### src/rtl/mbd_defines.svh
// register map, command fields and arithmetic constants of the branch/interrupt/decimal slice
`ifndef MBD_DEFINES_SVH
`define MBD_DEFINES_SVH

// ----------------------------------------------------------------
// register byte offsets (low five address bits)
// ----------------------------------------------------------------
`define MBD_OFF_CMD     5'h00
`define MBD_OFF_STATUS  5'h04
`define MBD_OFF_ACC     5'h08
`define MBD_OFF_PC      5'h0C
`define MBD_OFF_PAGEHI  5'h10
`define MBD_OFF_TBLHI   5'h14
`define MBD_OFF_FSEL    5'h18
`define MBD_OFF_FDATA   5'h1C

// ----------------------------------------------------------------
// command word fields
// ----------------------------------------------------------------
`define MBD_CMD_OP      3:0
`define MBD_CMD_DEST    4
`define MBD_CMD_IDX     13:8
`define MBD_CMD_ADR     24:16

// ----------------------------------------------------------------
// opcodes
// ----------------------------------------------------------------
`define MBD_OP_DECADJ   4'h1
`define MBD_OP_DECSKIP  4'h2
`define MBD_OP_INTDIS   4'h3
`define MBD_OP_INTEN    4'h4
`define MBD_OP_JMP      4'h5
`define MBD_OP_CJMP     4'h6

// ----------------------------------------------------------------
// status word fields
// ----------------------------------------------------------------
`define MBD_ST_BUSY     0
`define MBD_ST_CARRY    1
`define MBD_ST_GIE      2
`define MBD_ST_SKIP     3
`define MBD_ST_CYC      7:4

// ----------------------------------------------------------------
// constants and reset values
// ----------------------------------------------------------------
`define MBD_BCD_MAX     4'h9
`define MBD_ADJ_LO      9'h006
`define MBD_ADJ_HI      9'h060
`define MBD_CYC_ONE     4'h1
`define MBD_CYC_TWO     4'h2
`define MBD_RST_BYTE    8'h00
`define MBD_RST_PC      10'h000
`define MBD_RST_WORD    32'h0000_0000

`endif

### src/rtl/mbd_pkg.sv
// types shared by the branch/interrupt/decimal slice
package mbd_pkg;
	typedef enum logic [1:0] {
		MBD_IDLE,
		MBD_EXEC,
		MBD_FLUSH
	} mbd_state_e;
endpackage
### src/rtl/mbd_core.sv
// execution slice: decimal adjust, decrement-skip, interrupt enable/disable, jumps; AHB-Lite regs
`timescale 1ns/1ps
`include "mbd_defines.svh"

// How it works
// RL1: decimal adjust accumulator, carry only, one cycle
// RL2: decrement register, dest 0 selects accumulator
// RL3: zero result discards next instruction, two cycles
// RL4: disable clears interrupt enable, one cycle
// RL5: enable sets global interrupt enable bit
// RL6: immediate jump loads pc[8:0], two cycles
// RL7: page high buffer bit1 goes to pc[9]
// RL8: computed jump loads pointer[1:0] to pc[9:8]
// RL9: computed jump loads accumulator into pc[7:0]
// RL10: enable takes one cycle, carry untouched, skip bit cleared
module mbd_core (
	// clock and reset
	input  wire logic        hclk,
	input  wire logic        hresetn,
	// ahb-lite slave
	input  wire logic        hsel,
	input  wire logic [31:0] haddr,
	input  wire logic [1:0]  htrans,
	input  wire logic        hwrite,
	input  wire logic [2:0]  hsize,
	input  wire logic [31:0] hwdata,
	input  wire logic        hready,
	output logic             hreadyout,
	output logic             hresp,
	output logic [31:0]      hrdata,
	// core state
	output logic [9:0]       pc,
	output logic             global_interrupt_enable_bit
);

	// ----------------------------------------------------------------
	// bus slave
	// ----------------------------------------------------------------
	logic [4:0]  addr_r,   addr_nxt;
	logic        map_r,    map_nxt, wr_r, wr_nxt, rd_r, rd_nxt;
	logic [31:0] hrdata_r, hrdata_nxt;
	logic [31:0] rd_mux;
	logic        take;
	// reads hold one wait state so a write just before is already visible
	assign take      = hsel && htrans[1] && hready;
	assign hreadyout = !rd_r;
	assign hresp     = 1'b0;
	assign hrdata    = hrdata_r;
	always_comb begin
		addr_nxt   = addr_r;
		map_nxt    = map_r;
		wr_nxt     = 1'b0;
		rd_nxt     = 1'b0;
		hrdata_nxt = hrdata_r;
		if (take) begin
			addr_nxt = haddr[4:0];
			map_nxt  = (haddr[31:5] == 27'h0) && (haddr[1:0] == 2'h0) && (hsize == 3'h2);
			wr_nxt   = hwrite;
			rd_nxt   = !hwrite;
		end
		if (rd_r) begin
			hrdata_nxt = rd_mux;
		end
	end
	always_ff @(posedge hclk or negedge hresetn) begin
		if (!hresetn) begin
			addr_r   <= 5'h00;
			map_r    <= 1'b0;
			wr_r     <= 1'b0;
			rd_r     <= 1'b0;
			hrdata_r <= `MBD_RST_WORD;
		end else begin
			addr_r   <= addr_nxt;
			map_r    <= map_nxt;
			wr_r     <= wr_nxt;
			rd_r     <= rd_nxt;
			hrdata_r <= hrdata_nxt;
		end
	end

	// ----------------------------------------------------------------
	// core state
	// ----------------------------------------------------------------
	mbd_pkg::mbd_state_e state_r, state_nxt;
	logic [3:0]  op_r,    op_nxt, cyc_r, cyc_nxt;
	logic        dest_r,  dest_nxt;
	logic [5:0]  idx_r,   idx_nxt;
	logic [8:0]  adr_r,   adr_nxt;
	logic [7:0]  acc_r,   acc_nxt;
	logic [9:0]  pc_r,    pc_nxt;
	logic        carry_r, carry_nxt, gie_r, gie_nxt, skip_r, skip_nxt;
	logic [7:0]  pagehi_r, pagehi_nxt, tblhi_r, tblhi_nxt;
	logic [5:0]  fsel_r,   fsel_nxt;
	logic [7:0]  file_r   [64], file_nxt [64];
	logic [8:0]  daa_val;
	logic        daa_c, wr_ok, exec;
	logic [7:0]  dec_val;
	assign wr_ok = wr_r && map_r && (state_r == mbd_pkg::MBD_IDLE);
	assign exec  = (state_r == mbd_pkg::MBD_EXEC);
	assign pc    = pc_r;
	assign global_interrupt_enable_bit = gie_r;
	// no half-carry is kept, so a low nibble that wrapped past 0xF is not corrected
	always_comb begin
		daa_val = {1'b0, acc_r};
		if (acc_r[3:0] > `MBD_BCD_MAX) begin
			daa_val = daa_val + `MBD_ADJ_LO;
		end
		if (carry_r || daa_val[8] || (daa_val[7:4] > `MBD_BCD_MAX)) begin
			daa_val = daa_val + `MBD_ADJ_HI;
		end
		daa_c   = carry_r || daa_val[8];
		dec_val = file_r[idx_r] - 8'h01;
	end
	always_comb begin
		state_nxt  = state_r;
		op_nxt     = op_r;
		dest_nxt   = dest_r;
		idx_nxt    = idx_r;
		adr_nxt    = adr_r;
		acc_nxt    = acc_r;
		pc_nxt     = pc_r;
		carry_nxt  = carry_r;
		gie_nxt    = gie_r;
		skip_nxt   = skip_r;
		cyc_nxt    = cyc_r;
		pagehi_nxt = pagehi_r;
		tblhi_nxt  = tblhi_r;
		fsel_nxt   = fsel_r;
		file_nxt   = file_r;
		if (wr_ok) begin
			case (addr_r)
				`MBD_OFF_CMD: begin
					op_nxt    = hwdata[`MBD_CMD_OP];
					dest_nxt  = hwdata[`MBD_CMD_DEST];
					idx_nxt   = hwdata[`MBD_CMD_IDX];
					adr_nxt   = hwdata[`MBD_CMD_ADR];
					state_nxt = mbd_pkg::MBD_EXEC;
				end
				`MBD_OFF_STATUS: begin
					carry_nxt = hwdata[`MBD_ST_CARRY];
					gie_nxt   = hwdata[`MBD_ST_GIE];
				end
				`MBD_OFF_ACC:    acc_nxt    = hwdata[7:0];
				`MBD_OFF_PC:     pc_nxt     = hwdata[9:0];
				`MBD_OFF_PAGEHI: pagehi_nxt = hwdata[7:0];
				`MBD_OFF_TBLHI:  tblhi_nxt  = hwdata[7:0];
				`MBD_OFF_FSEL:   fsel_nxt   = hwdata[5:0];
				`MBD_OFF_FDATA:  file_nxt[fsel_r] = hwdata[7:0];
				default: ;
			endcase
		end
		case (state_r)
			mbd_pkg::MBD_EXEC: begin
				state_nxt = mbd_pkg::MBD_IDLE;
				cyc_nxt   = `MBD_CYC_ONE;
				skip_nxt  = 1'b0;
				pc_nxt    = pc_r + 10'h001;
				case (op_r)
					`MBD_OP_DECADJ: begin
						acc_nxt   = daa_val[7:0]; // RL1
						carry_nxt = daa_c; // RL1
					end
					`MBD_OP_DECSKIP: begin
						if (!dest_r) begin
							acc_nxt = dec_val; // RL2
						end else begin
							file_nxt[idx_r] = dec_val; // RL2
						end
						if (dec_val == 8'h00) begin
							skip_nxt  = 1'b1; // RL3
							state_nxt = mbd_pkg::MBD_FLUSH; // RL3
						end
					end
					`MBD_OP_INTDIS: gie_nxt = 1'b0; // RL4
					`MBD_OP_INTEN:  gie_nxt = 1'b1; // RL5 RL10
					`MBD_OP_JMP: begin
						pc_nxt    = {pagehi_r[1], adr_r}; // RL6 RL7
						state_nxt = mbd_pkg::MBD_FLUSH; // RL6
					end
					`MBD_OP_CJMP: begin
						pc_nxt    = {tblhi_r[1:0], acc_r}; // RL8 RL9
						state_nxt = mbd_pkg::MBD_FLUSH; // RL8
					end
					default: ;
				endcase
			end
			mbd_pkg::MBD_FLUSH: begin
				// the fetched instruction is dropped; a skip still steps over it
				state_nxt = mbd_pkg::MBD_IDLE;
				cyc_nxt   = `MBD_CYC_TWO;
				if (skip_r) begin
					pc_nxt = pc_r + 10'h001; // RL3
				end
			end
			default: ;
		endcase
	end
	always_ff @(posedge hclk or negedge hresetn) begin
		if (!hresetn) begin
			state_r  <= mbd_pkg::MBD_IDLE;
			op_r     <= 4'h0;
			dest_r   <= 1'b0;
			idx_r    <= 6'h00;
			adr_r    <= 9'h000;
			acc_r    <= `MBD_RST_BYTE;
			pc_r     <= `MBD_RST_PC;
			carry_r  <= 1'b0;
			gie_r    <= 1'b0;
			skip_r   <= 1'b0;
			cyc_r    <= 4'h0;
			pagehi_r <= `MBD_RST_BYTE;
			tblhi_r  <= `MBD_RST_BYTE;
			fsel_r   <= 6'h00;
			for (int i = 0; i < 64; i++) begin
				file_r[i] <= `MBD_RST_BYTE;
			end
		end else begin
			state_r  <= state_nxt;
			op_r     <= op_nxt;
			dest_r   <= dest_nxt;
			idx_r    <= idx_nxt;
			adr_r    <= adr_nxt;
			acc_r    <= acc_nxt;
			pc_r     <= pc_nxt;
			carry_r  <= carry_nxt;
			gie_r    <= gie_nxt;
			skip_r   <= skip_nxt;
			cyc_r    <= cyc_nxt;
			pagehi_r <= pagehi_nxt;
			tblhi_r  <= tblhi_nxt;
			fsel_r   <= fsel_nxt;
			file_r   <= file_nxt;
		end
	end

	// ----------------------------------------------------------------
	// read mux
	// ----------------------------------------------------------------
	always_comb begin
		rd_mux = `MBD_RST_WORD;
		if (map_r) begin
			case (addr_r)
				`MBD_OFF_STATUS: begin
					rd_mux[`MBD_ST_BUSY]  = (state_r != mbd_pkg::MBD_IDLE);
					rd_mux[`MBD_ST_CARRY] = carry_r;
					rd_mux[`MBD_ST_GIE]   = gie_r;
					rd_mux[`MBD_ST_SKIP]  = skip_r;
					rd_mux[`MBD_ST_CYC]   = cyc_r;
				end
				`MBD_OFF_ACC:    rd_mux[7:0] = acc_r;
				`MBD_OFF_PC:     rd_mux[9:0] = pc_r;
				`MBD_OFF_PAGEHI: rd_mux[7:0] = pagehi_r;
				`MBD_OFF_TBLHI:  rd_mux[7:0] = tblhi_r;
				`MBD_OFF_FSEL:   rd_mux[5:0] = fsel_r;
				`MBD_OFF_FDATA:  rd_mux[7:0] = file_r[fsel_r];
				default: ;
			endcase
		end
	end
endmodule

### config.mk
export PLATFORM = sky130hd
export DESIGN_NAME = mbd_core
export DESIGN_NICKNAME = d
export VERILOG_FILES = /design/src/rtl/mbd_pkg.sv /design/src/rtl/mbd_core.sv
export VERILOG_INCLUDE_DIRS = /design/src /design/src/rtl
export SDC_FILE = /design/constraint.sdc
export NUM_CORES = 2
export LEC_CHECK = 0
export ABC_AREA = 0
export BUFFER_PORTS_ARGS = -buffer_cell sky130_fd_sc_hd__buf_2
export CAP_MARGIN = 30
export CORE_UTILIZATION = 25
export DETAILED_ROUTE_END_ITERATION = 12
export HOLD_SLACK_MARGIN = 0.08
export SLEW_MARGIN = 20
export SYNTH_ARGS = -nofsm -noshare
export SYNTH_HDL_FRONTEND = slang
export SYNTH_SLANG_ARGS = --single-unit
### constraint.sdc
create_clock -name hclk -period 4.1 [get_ports hclk]
set_input_delay 0.41 -clock hclk [delete_from_list [all_inputs] [get_ports hclk]]
set_output_delay 0.41 -clock hclk [all_outputs]
set_load 0.1 [all_outputs]
# ---- Yosys cells after proc, flatten, opt, wreduce, memory -nomap -nowiden
# Index checks and enable logic that the tools add are counted.
dict set report word_totals {
  in_bits 74
  wordCells 190
  ff_bits 599
}
dict set report op_classes {
  n_mux 51
  n_addsub 4
  n_lt_le_gt_ge 6
  eq_ne 16
  bitwise 2
  n_reduce_logical 28
}
# cell count
set op_table {}
lappend op_table {{512-bit two-way mux} 5}
lappend op_table {{512-bit bitwise mux} 2}
lappend op_table {{8-bit binary-select mux with 6-bit select} 2}
lappend op_table {{8-bit demux with 6-bit select} 2}
lappend op_table {{8-bit two-way mux} 10}
lappend op_table {{6-bit one-hot mux with 7 select lines} 1}
lappend op_table {{10-bit two-way mux} 4}
lappend op_table {{10-bit one-hot mux with 2 select lines} 2}
lappend op_table {{27-bit zero test} 1}
lappend op_table {{5-bit == test, second input constant} 4}
lappend op_table {{9-bit two-way mux} 2}
lappend op_table {{8-bit one-hot mux with 2 select lines} 1}
lappend op_table {{7-bit greater-or-equal comparator, second input constant} 2}
lappend op_table {{7-bit by 1-bit < comparator with 1-bit output, second input constant} 2}
lappend op_table {{6-bit NOT with 7-bit output} 2}
lappend op_table {{4-bit by 3-bit == test with 1-bit output, second input constant} 3}
lappend op_table {{2-bit one-hot mux with 6 select lines} 1}
lappend op_table {{1-bit two-way mux} 11}
lappend op_table {{10-bit by 1-bit adder with 10-bit output, second input constant} 1}
lappend op_table {{5-bit by 4-bit == test with 1-bit output, second input constant} 2}
lappend op_table {{2-bit AND reduction} 5}
lappend op_table {{8-bit by 3-bit adder with 9-bit output, second input constant} 1}
lappend op_table {{9-bit by 7-bit adder with 9-bit output, second input constant} 1}
lappend op_table {{4-bit by 2-bit == test with 1-bit output, second input constant} 2}
lappend op_table {{other kinds (20)} 38}

# ---- Depth between registers and ports, before layout
dict set report logic_depth {
  word_depth 12
  depth_mapped 18
}

# ---- Least setup slack after synthesis
# OpenSTA, ideal clock, no wires.
dict set report synth_timing {
  path_type {register to register}
  startpoint {reg idx_r[2]}
  endpoint {reg file_r[198] (netlist name)}
  path_stages_with_launch 17
  path_buffers 6
  t_arrival_ns 3.282
  setup_ns 0.136
  setup_slack_ns 0.682
  t_required_ns 3.964
  synth_period_minus_slack_ns 3.418
  cell_sequence {dfrtp_1 -> buf_2 -> buf_6 -> or3b_2 -> clkbuf_1 -> o32a_1 -> a31oi_1 -> nor4_4 -> inv_1 -> clkbuf_1 -> ha_1 -> and3_1 -> nand4b_1 -> xor2_1 -> buf_2 -> buf_2 -> a21oi_1}
}
# element line
set synth_lines {}
lappend synth_lines {{from (decl)} mbd_core.sv:87} ;# logic [5:0] idx_r, idx_nxt;
lappend synth_lines {{from (signal assigned)} mbd_core.sv:221} ;# idx_r <= idx_nxt;
lappend synth_lines {{to (signal, indexed assignment)} mbd_core.sv:215} ;# file_r[i] <= `MBD_RST_BYTE;
lappend synth_lines {{to (signal assigned)} mbd_core.sv:232} ;# file_r <= file_nxt;
lappend synth_lines {{to (decl)} mbd_core.sv:94} ;# logic [7:0] file_r [64], file_nxt [64];

# ---- Worst setup path after layout
dict set report layout_timing {
  startpoint {reg idx_r[1]}
  endpoint {reg state_r[1]}
}
dict set report layout_via {
  elab_chain_cells 9
}
# element line
set layout_rtl {}
lappend layout_rtl {{6-bit NOT with 7-bit output (not written as such)} mbd_core.sv:112} ;# dec_val = file_r[idx_r] - 8'h01;
lappend layout_rtl {{8-bit binary-select mux with 6-bit select} mbd_core.sv:112}
lappend layout_rtl {{8-bit two-way mux (not written as such) (2 in a row)} mbd_core.sv:112}
lappend layout_rtl {{8-bit by 1-bit subtractor with 8-bit output} mbd_core.sv:112}
lappend layout_rtl {{8-bit zero test} mbd_core.sv:169} ;# if (dec_val == 8'h00) begin
lappend layout_rtl {{2-bit two-way mux} mbd_core.sv:169}
lappend layout_rtl {{2-bit one-hot mux with 2 select lines} mbd_core.sv:158} ;# case (op_r)
lappend layout_rtl {{2-bit one-hot mux with 2 select lines} mbd_core.sv:152} ;# case (state_r)
lappend layout_rtl {{to (signal assigned)} mbd_core.sv:200} ;# state_r <= mbd_pkg::MBD_IDLE;
lappend layout_rtl {{to (signal assigned)} mbd_core.sv:218} ;# state_r <= state_nxt;
lappend layout_rtl {{to (decl)} mbd_core.sv:84} ;# mbd_pkg::mbd_state_e state_r, state_nxt;
# Every way passes these cells. The select of a mux whose other input is x is not followed.
# A chain may end at the register's enable or synchronous reset.

==> out/metrics.json <==
{
  "max_slew_margin": {"value": 0.327},
  "post_route_cells_drive_above_1_share": {"value": 0.195},
  "die_h": {"value": 390, "unit": "um"},
  "clk_path_buf_depth": {"value": 3},
  "routed_via_density": {"value": 5.94},
  "syn_area": {"value": 37600, "unit": "um2"},
  "power.density_cell_area": {"value": 321, "unit": "nW/um2"},
  "gpl.final_weighted_congestion": {"value": 1.00},
  "met3WireLength": {"value": 20.4, "unit": "mm"},
  "routed.top_layer": {"value": "met5"},
  "cts_tree": {"value": "yes"},
  "synthDominantAreaCellType": {"value": "sky130_fd_sc_hd__dfrtp_1"},
  "final_layout_fill_cell_count": {"value": 15600},
  "grt.overflow.total": {"value": 0},
  "ios": {"value": 119},
  "ys_seq_area_frac": {"value": 0.397},
  "cts.htree.levels": {"value": 3},
  "length_of_routed_met2_wiring": {"value": 71.3, "unit": "mm"},
  "critPathMaxFanout": {"value": 11},
  "post_synth_inst_count": {"value": 3974},
  "max_cap_violations": {"value": 0},
  "cts_made_buffers": {"value": 73},
  "final_max_slew_viol_count": {"value": 0},
  "ys.flop_type": {"value": "sky130_fd_sc_hd__dfrtp_1"},
  "layout_common_cells": {"value": "sky130_fd_sc_hd__dfrtp_1 (593), sky130_fd_sc_hd__nand2_1 (341), sky130_fd_sc_hd__a21oi_1 (325), sky130_fd_sc_hd__buf_4 (298), sky130_fd_sc_hd__a211oi_1 (283)"},
  "ys_top_cells_by_area": {"value": "sky130_fd_sc_hd__dfrtp_1 (40%), sky130_fd_sc_hd__mux2i_1 (7.4%), sky130_fd_sc_hd__a211oi_1 (5.6%), sky130_fd_sc_hd__a22oi_1 (4.5%), sky130_fd_sc_hd__a21oi_1 (4.3%)"},
  "synth_top_area_frac": {"value": 0.397},
  "synthesis.yosys.warnings": {"value": 0},
  "synth.ff_latch_count": {"value": 597},
  "clk_transition_reported_paths": {"value": 0.06, "unit": "ns"},
  "final_antenna_net_count": {"value": 0},
  "first_global_vias": {"value": 34900},
  "cts.sinks": {"value": 597},
  "status": {"value": "finished clean"},
  "wirelength": {"value": 170, "unit": "mm"},
  "timing.final.crit_share": {"value": 0.993},
  "layout.core_utilization": {"value": 0.298},
  "cellLeakagePower": {"value": 0.0189, "unit": "uW"},
  "grt_first_pass_wirelength": {"value": 248, "unit": "mm"},
  "port_buffers": {"value": 85},
  "die_x": {"value": 390, "unit": "um"},
  "min_path_type": {"value": "in2reg"},
  "dp.final_hpwl": {"value": 112, "unit": "mm"},
  "final_setup_skew": {"value": 0.0340, "unit": "ns"},
  "fp.dieArea": {"value": 152000, "unit": "um2"},
  "post-route-worst-setup-slack": {"value": 0.0287, "unit": "ns"},
  "cts_root_buf": {"value": "sky130_fd_sc_hd__clkbuf_16"},
  "synth_edf_count": {"value": 0},
  "wl_per_cell": {"value": 27.6, "unit": "um"},
  "dr_total_vias": {"value": 36600},
  "period_needed": {"value": 4.07, "unit": "ns"},
  "initial_core_util": {"value": 0.252},
  "endpoints_failing_setup": {"value": 0},
  "antenna_found_initial": {"value": 4},
  "setup_repair_after_global_routing_missed_its_margin": {"value": "no"},
  "number_of_hold_violations_in_the_final_report": {"value": 0},
  "worst_setup_path_start_kind": {"value": "flip-flop"},
  "route.layer.met1.wl": {"value": 68.0, "unit": "mm"},
  "required_time_worst_endpoint": {"value": 4.66, "unit": "ns"},
  "timing.critical_path.arrival": {"value": 4.63, "unit": "ns"},
  "worst_setup_path_startpoint": {"value": "idx_r[1]"},
  "drt-pass1-iter-count": {"value": 9},
  "timing.hold.worst.start": {"value": "haddr[15]"},
  "layout.nets": {"value": 4185},
  "critical_register_to_register_path_startpoint": {"value": "idx_r[1]"},
  "global_route_total_usage_across_every_layer": {"value": 0.217},
  "clk_latency": {"value": 0.66, "unit": "ns"},
  "post-route-drc-count": {"value": 0},
  "pre_cts_slack": {"value": -0.233, "unit": "ns"},
  "drt_iter0_drc": {"value": 5396},
  "design.core.area": {"value": 150000, "unit": "um2"},
  "worst-setup-path-type": {"value": "reg2reg"},
  "synth_cell_type_count": {"value": 82},
  "grt_max_degree": {"value": 103},
  "vdd_drop_max": {"value": 0.247, "unit": "mV"},
  "worst_pin_slew": {"value": 1.01, "unit": "ns"},
  "area.growth.synth_to_final": {"value": 18.5, "unit": "%"},
  "commonest_non_fill_non_tap_cell_in_the_layout": {"value": "sky130_fd_sc_hd__dfrtp_1"},
  "synth_async_sr_flop_share": {"value": 1.00},
  "cp-end-kind": {"value": "flip-flop"},
  "worst_hold_slack": {"value": 0.0919, "unit": "ns"},
  "max_freq": {"value": 0.246, "unit": "GHz"},
  "postSynthAreaPerCell": {"value": 9.47, "unit": "um2"},
  "placementRows": {"value": 142}
}
flip-flops by register name, indices dropped and copies added, names as in the netlist, 8 cells and up:
| register | count |
|---|---|
| tblhi_r | 8 |
| hrdata | 10 |
| file_r | 512 |
| pagehi_r | 8 |
| acc_r | 8 |
| adr_r | 9 |
| pc | 10 |
cell families (layout without fill, tap and decap cells):
logic type,after synthesis,after routing,synth area share
buffers and inverters,447,605,0.0567
multiplexers,434,434,0.135
XOR/XNOR,18,18,0.00419
flip-flops,597,597,0.397
other,1,24,0.0000996
AND/OR/NAND/NOR,1060,1060,0.142
AO/OA/AOI/OAI,1409,1409,0.262
adder cells (fa/ha/maj),8,8,0.00266
area by class of cell:
cell class                 count  area [um2]  share of cell area
multi-input combinational   2952       20800               0.467
antenna                        1        2.50           0.0000561
inverter                      22        86.3             0.00194
timing repair buffer         457        3900              0.0874
clock inverter                28         293             0.00656
tap                         2016        2520              0.0566
clock buffer                  98        2010              0.0451
sequential                   597       15000               0.335
cells in the mapped netlist, types with 20 or more instances:
library cell / n
sky130_fd_sc_hd__a211oi_1: 283
sky130_fd_sc_hd__a21oi_1: 325
sky130_fd_sc_hd__a21oi_4: 60
sky130_fd_sc_hd__a221oi_1: 63
sky130_fd_sc_hd__a22o_1: 47
sky130_fd_sc_hd__a22oi_1: 227
sky130_fd_sc_hd__a31oi_1: 24
sky130_fd_sc_hd__and3_1: 251
sky130_fd_sc_hd__buf_1: 29
sky130_fd_sc_hd__buf_2: 54
sky130_fd_sc_hd__buf_4: 39
sky130_fd_sc_hd__clkbuf_1: 279
sky130_fd_sc_hd__dfrtp_1: 597
sky130_fd_sc_hd__inv_1: 20
sky130_fd_sc_hd__mux2_2: 104
sky130_fd_sc_hd__mux2i_1: 278
sky130_fd_sc_hd__mux4_2: 47
sky130_fd_sc_hd__nand2_1: 341
sky130_fd_sc_hd__nand3_1: 36
sky130_fd_sc_hd__nand4_1: 50
sky130_fd_sc_hd__nor2_1: 192
sky130_fd_sc_hd__nor2b_1: 57
sky130_fd_sc_hd__nor3_1: 21
sky130_fd_sc_hd__o21ai_0: 246
sky130_fd_sc_hd__o22ai_1: 26
worst max-delay path, cell delays in order (launching register included):
cell and delay [ns]:
sky130_fd_sc_hd__dfrtp_4 0.60, sky130_fd_sc_hd__buf_4 0.21, sky130_fd_sc_hd__and2_1 0.20, sky130_fd_sc_hd__buf_4 0.18
sky130_fd_sc_hd__buf_4 0.19, sky130_fd_sc_hd__a22o_1 0.20, sky130_fd_sc_hd__o21ai_1 0.36, sky130_fd_sc_hd__o2111ai_1 0.22
sky130_fd_sc_hd__buf_4 0.20, sky130_fd_sc_hd__nor4_4 0.19, sky130_fd_sc_hd__inv_2 0.07, sky130_fd_sc_hd__ha_1 0.19
sky130_fd_sc_hd__inv_1 0.13, sky130_fd_sc_hd__nor3b_2 0.10, sky130_fd_sc_hd__xor2_4 0.38, sky130_fd_sc_hd__o2111ai_1 0.30
sky130_fd_sc_hd__o21ai_1 0.22
metal layers:
layer | global-route usage | vias to the layer above
met2 | 0.313 | 2618
met1 | 0.294 | 18200
li1 | - | 15300
met4 | 0.121 | 6
met3 | 0.0557 | 551
met5 | 0 | -
stage by stage:
step / total power, uW / TNS [ns] / instance area, um2 / instances
2_1_floorplan: 6970 / 0 / 37700 / 3996
3_3_place_gp: 7760 / -7.75 / 41900 / 6014
3_5_place_dp: 7770 / -10.91 / 42000 / 6017
4_1_cts: 14300 / 0 / 44500 / 6166
5_1_grt: 14600 / 0 / 44600 / 6170
6_report: 14300 / 0 / 44600 / 6171
power by group:
group / leakage [uW] / internal, uW / switching, uW / total, uW
registers: 0.00704 / 5950 / 69.1 / 6020
logic: 0.0107 / 526 / 1210 / 1740
clock network: 0.00113 / 3710 / 2830 / 6540
what timing repair did:
| item | 4_1_cts | 5_1_grt |
|---|---|---|
| buffers inserted | 0 | 3 |
| gates resized for setup | 3 | 5 |
| hold buffers | 23 | 0 |
| setup endpoints to repair | 128 | 168 |
| hold endpoints to repair | 91 | 0 |
worst paths after layout:
| check | to | slack, ns | cells past startpoint |
|---|---|---|---|
| min in group asynchronous | file_r[461] | 0.42 | 2 |
| max reg2reg | state_r[1] | 0.03 | 16 |
| max | state_r[1] | 0.03 | 16 |
| max in group asynchronous | hrdata[2] | 2.38 | 3 |
| min reg2reg | hrdata[2] | 0.47 | 1 |
| min | map_r | 0.09 | 4 |
No activity file was read; power rests on OpenSTA's default activity.
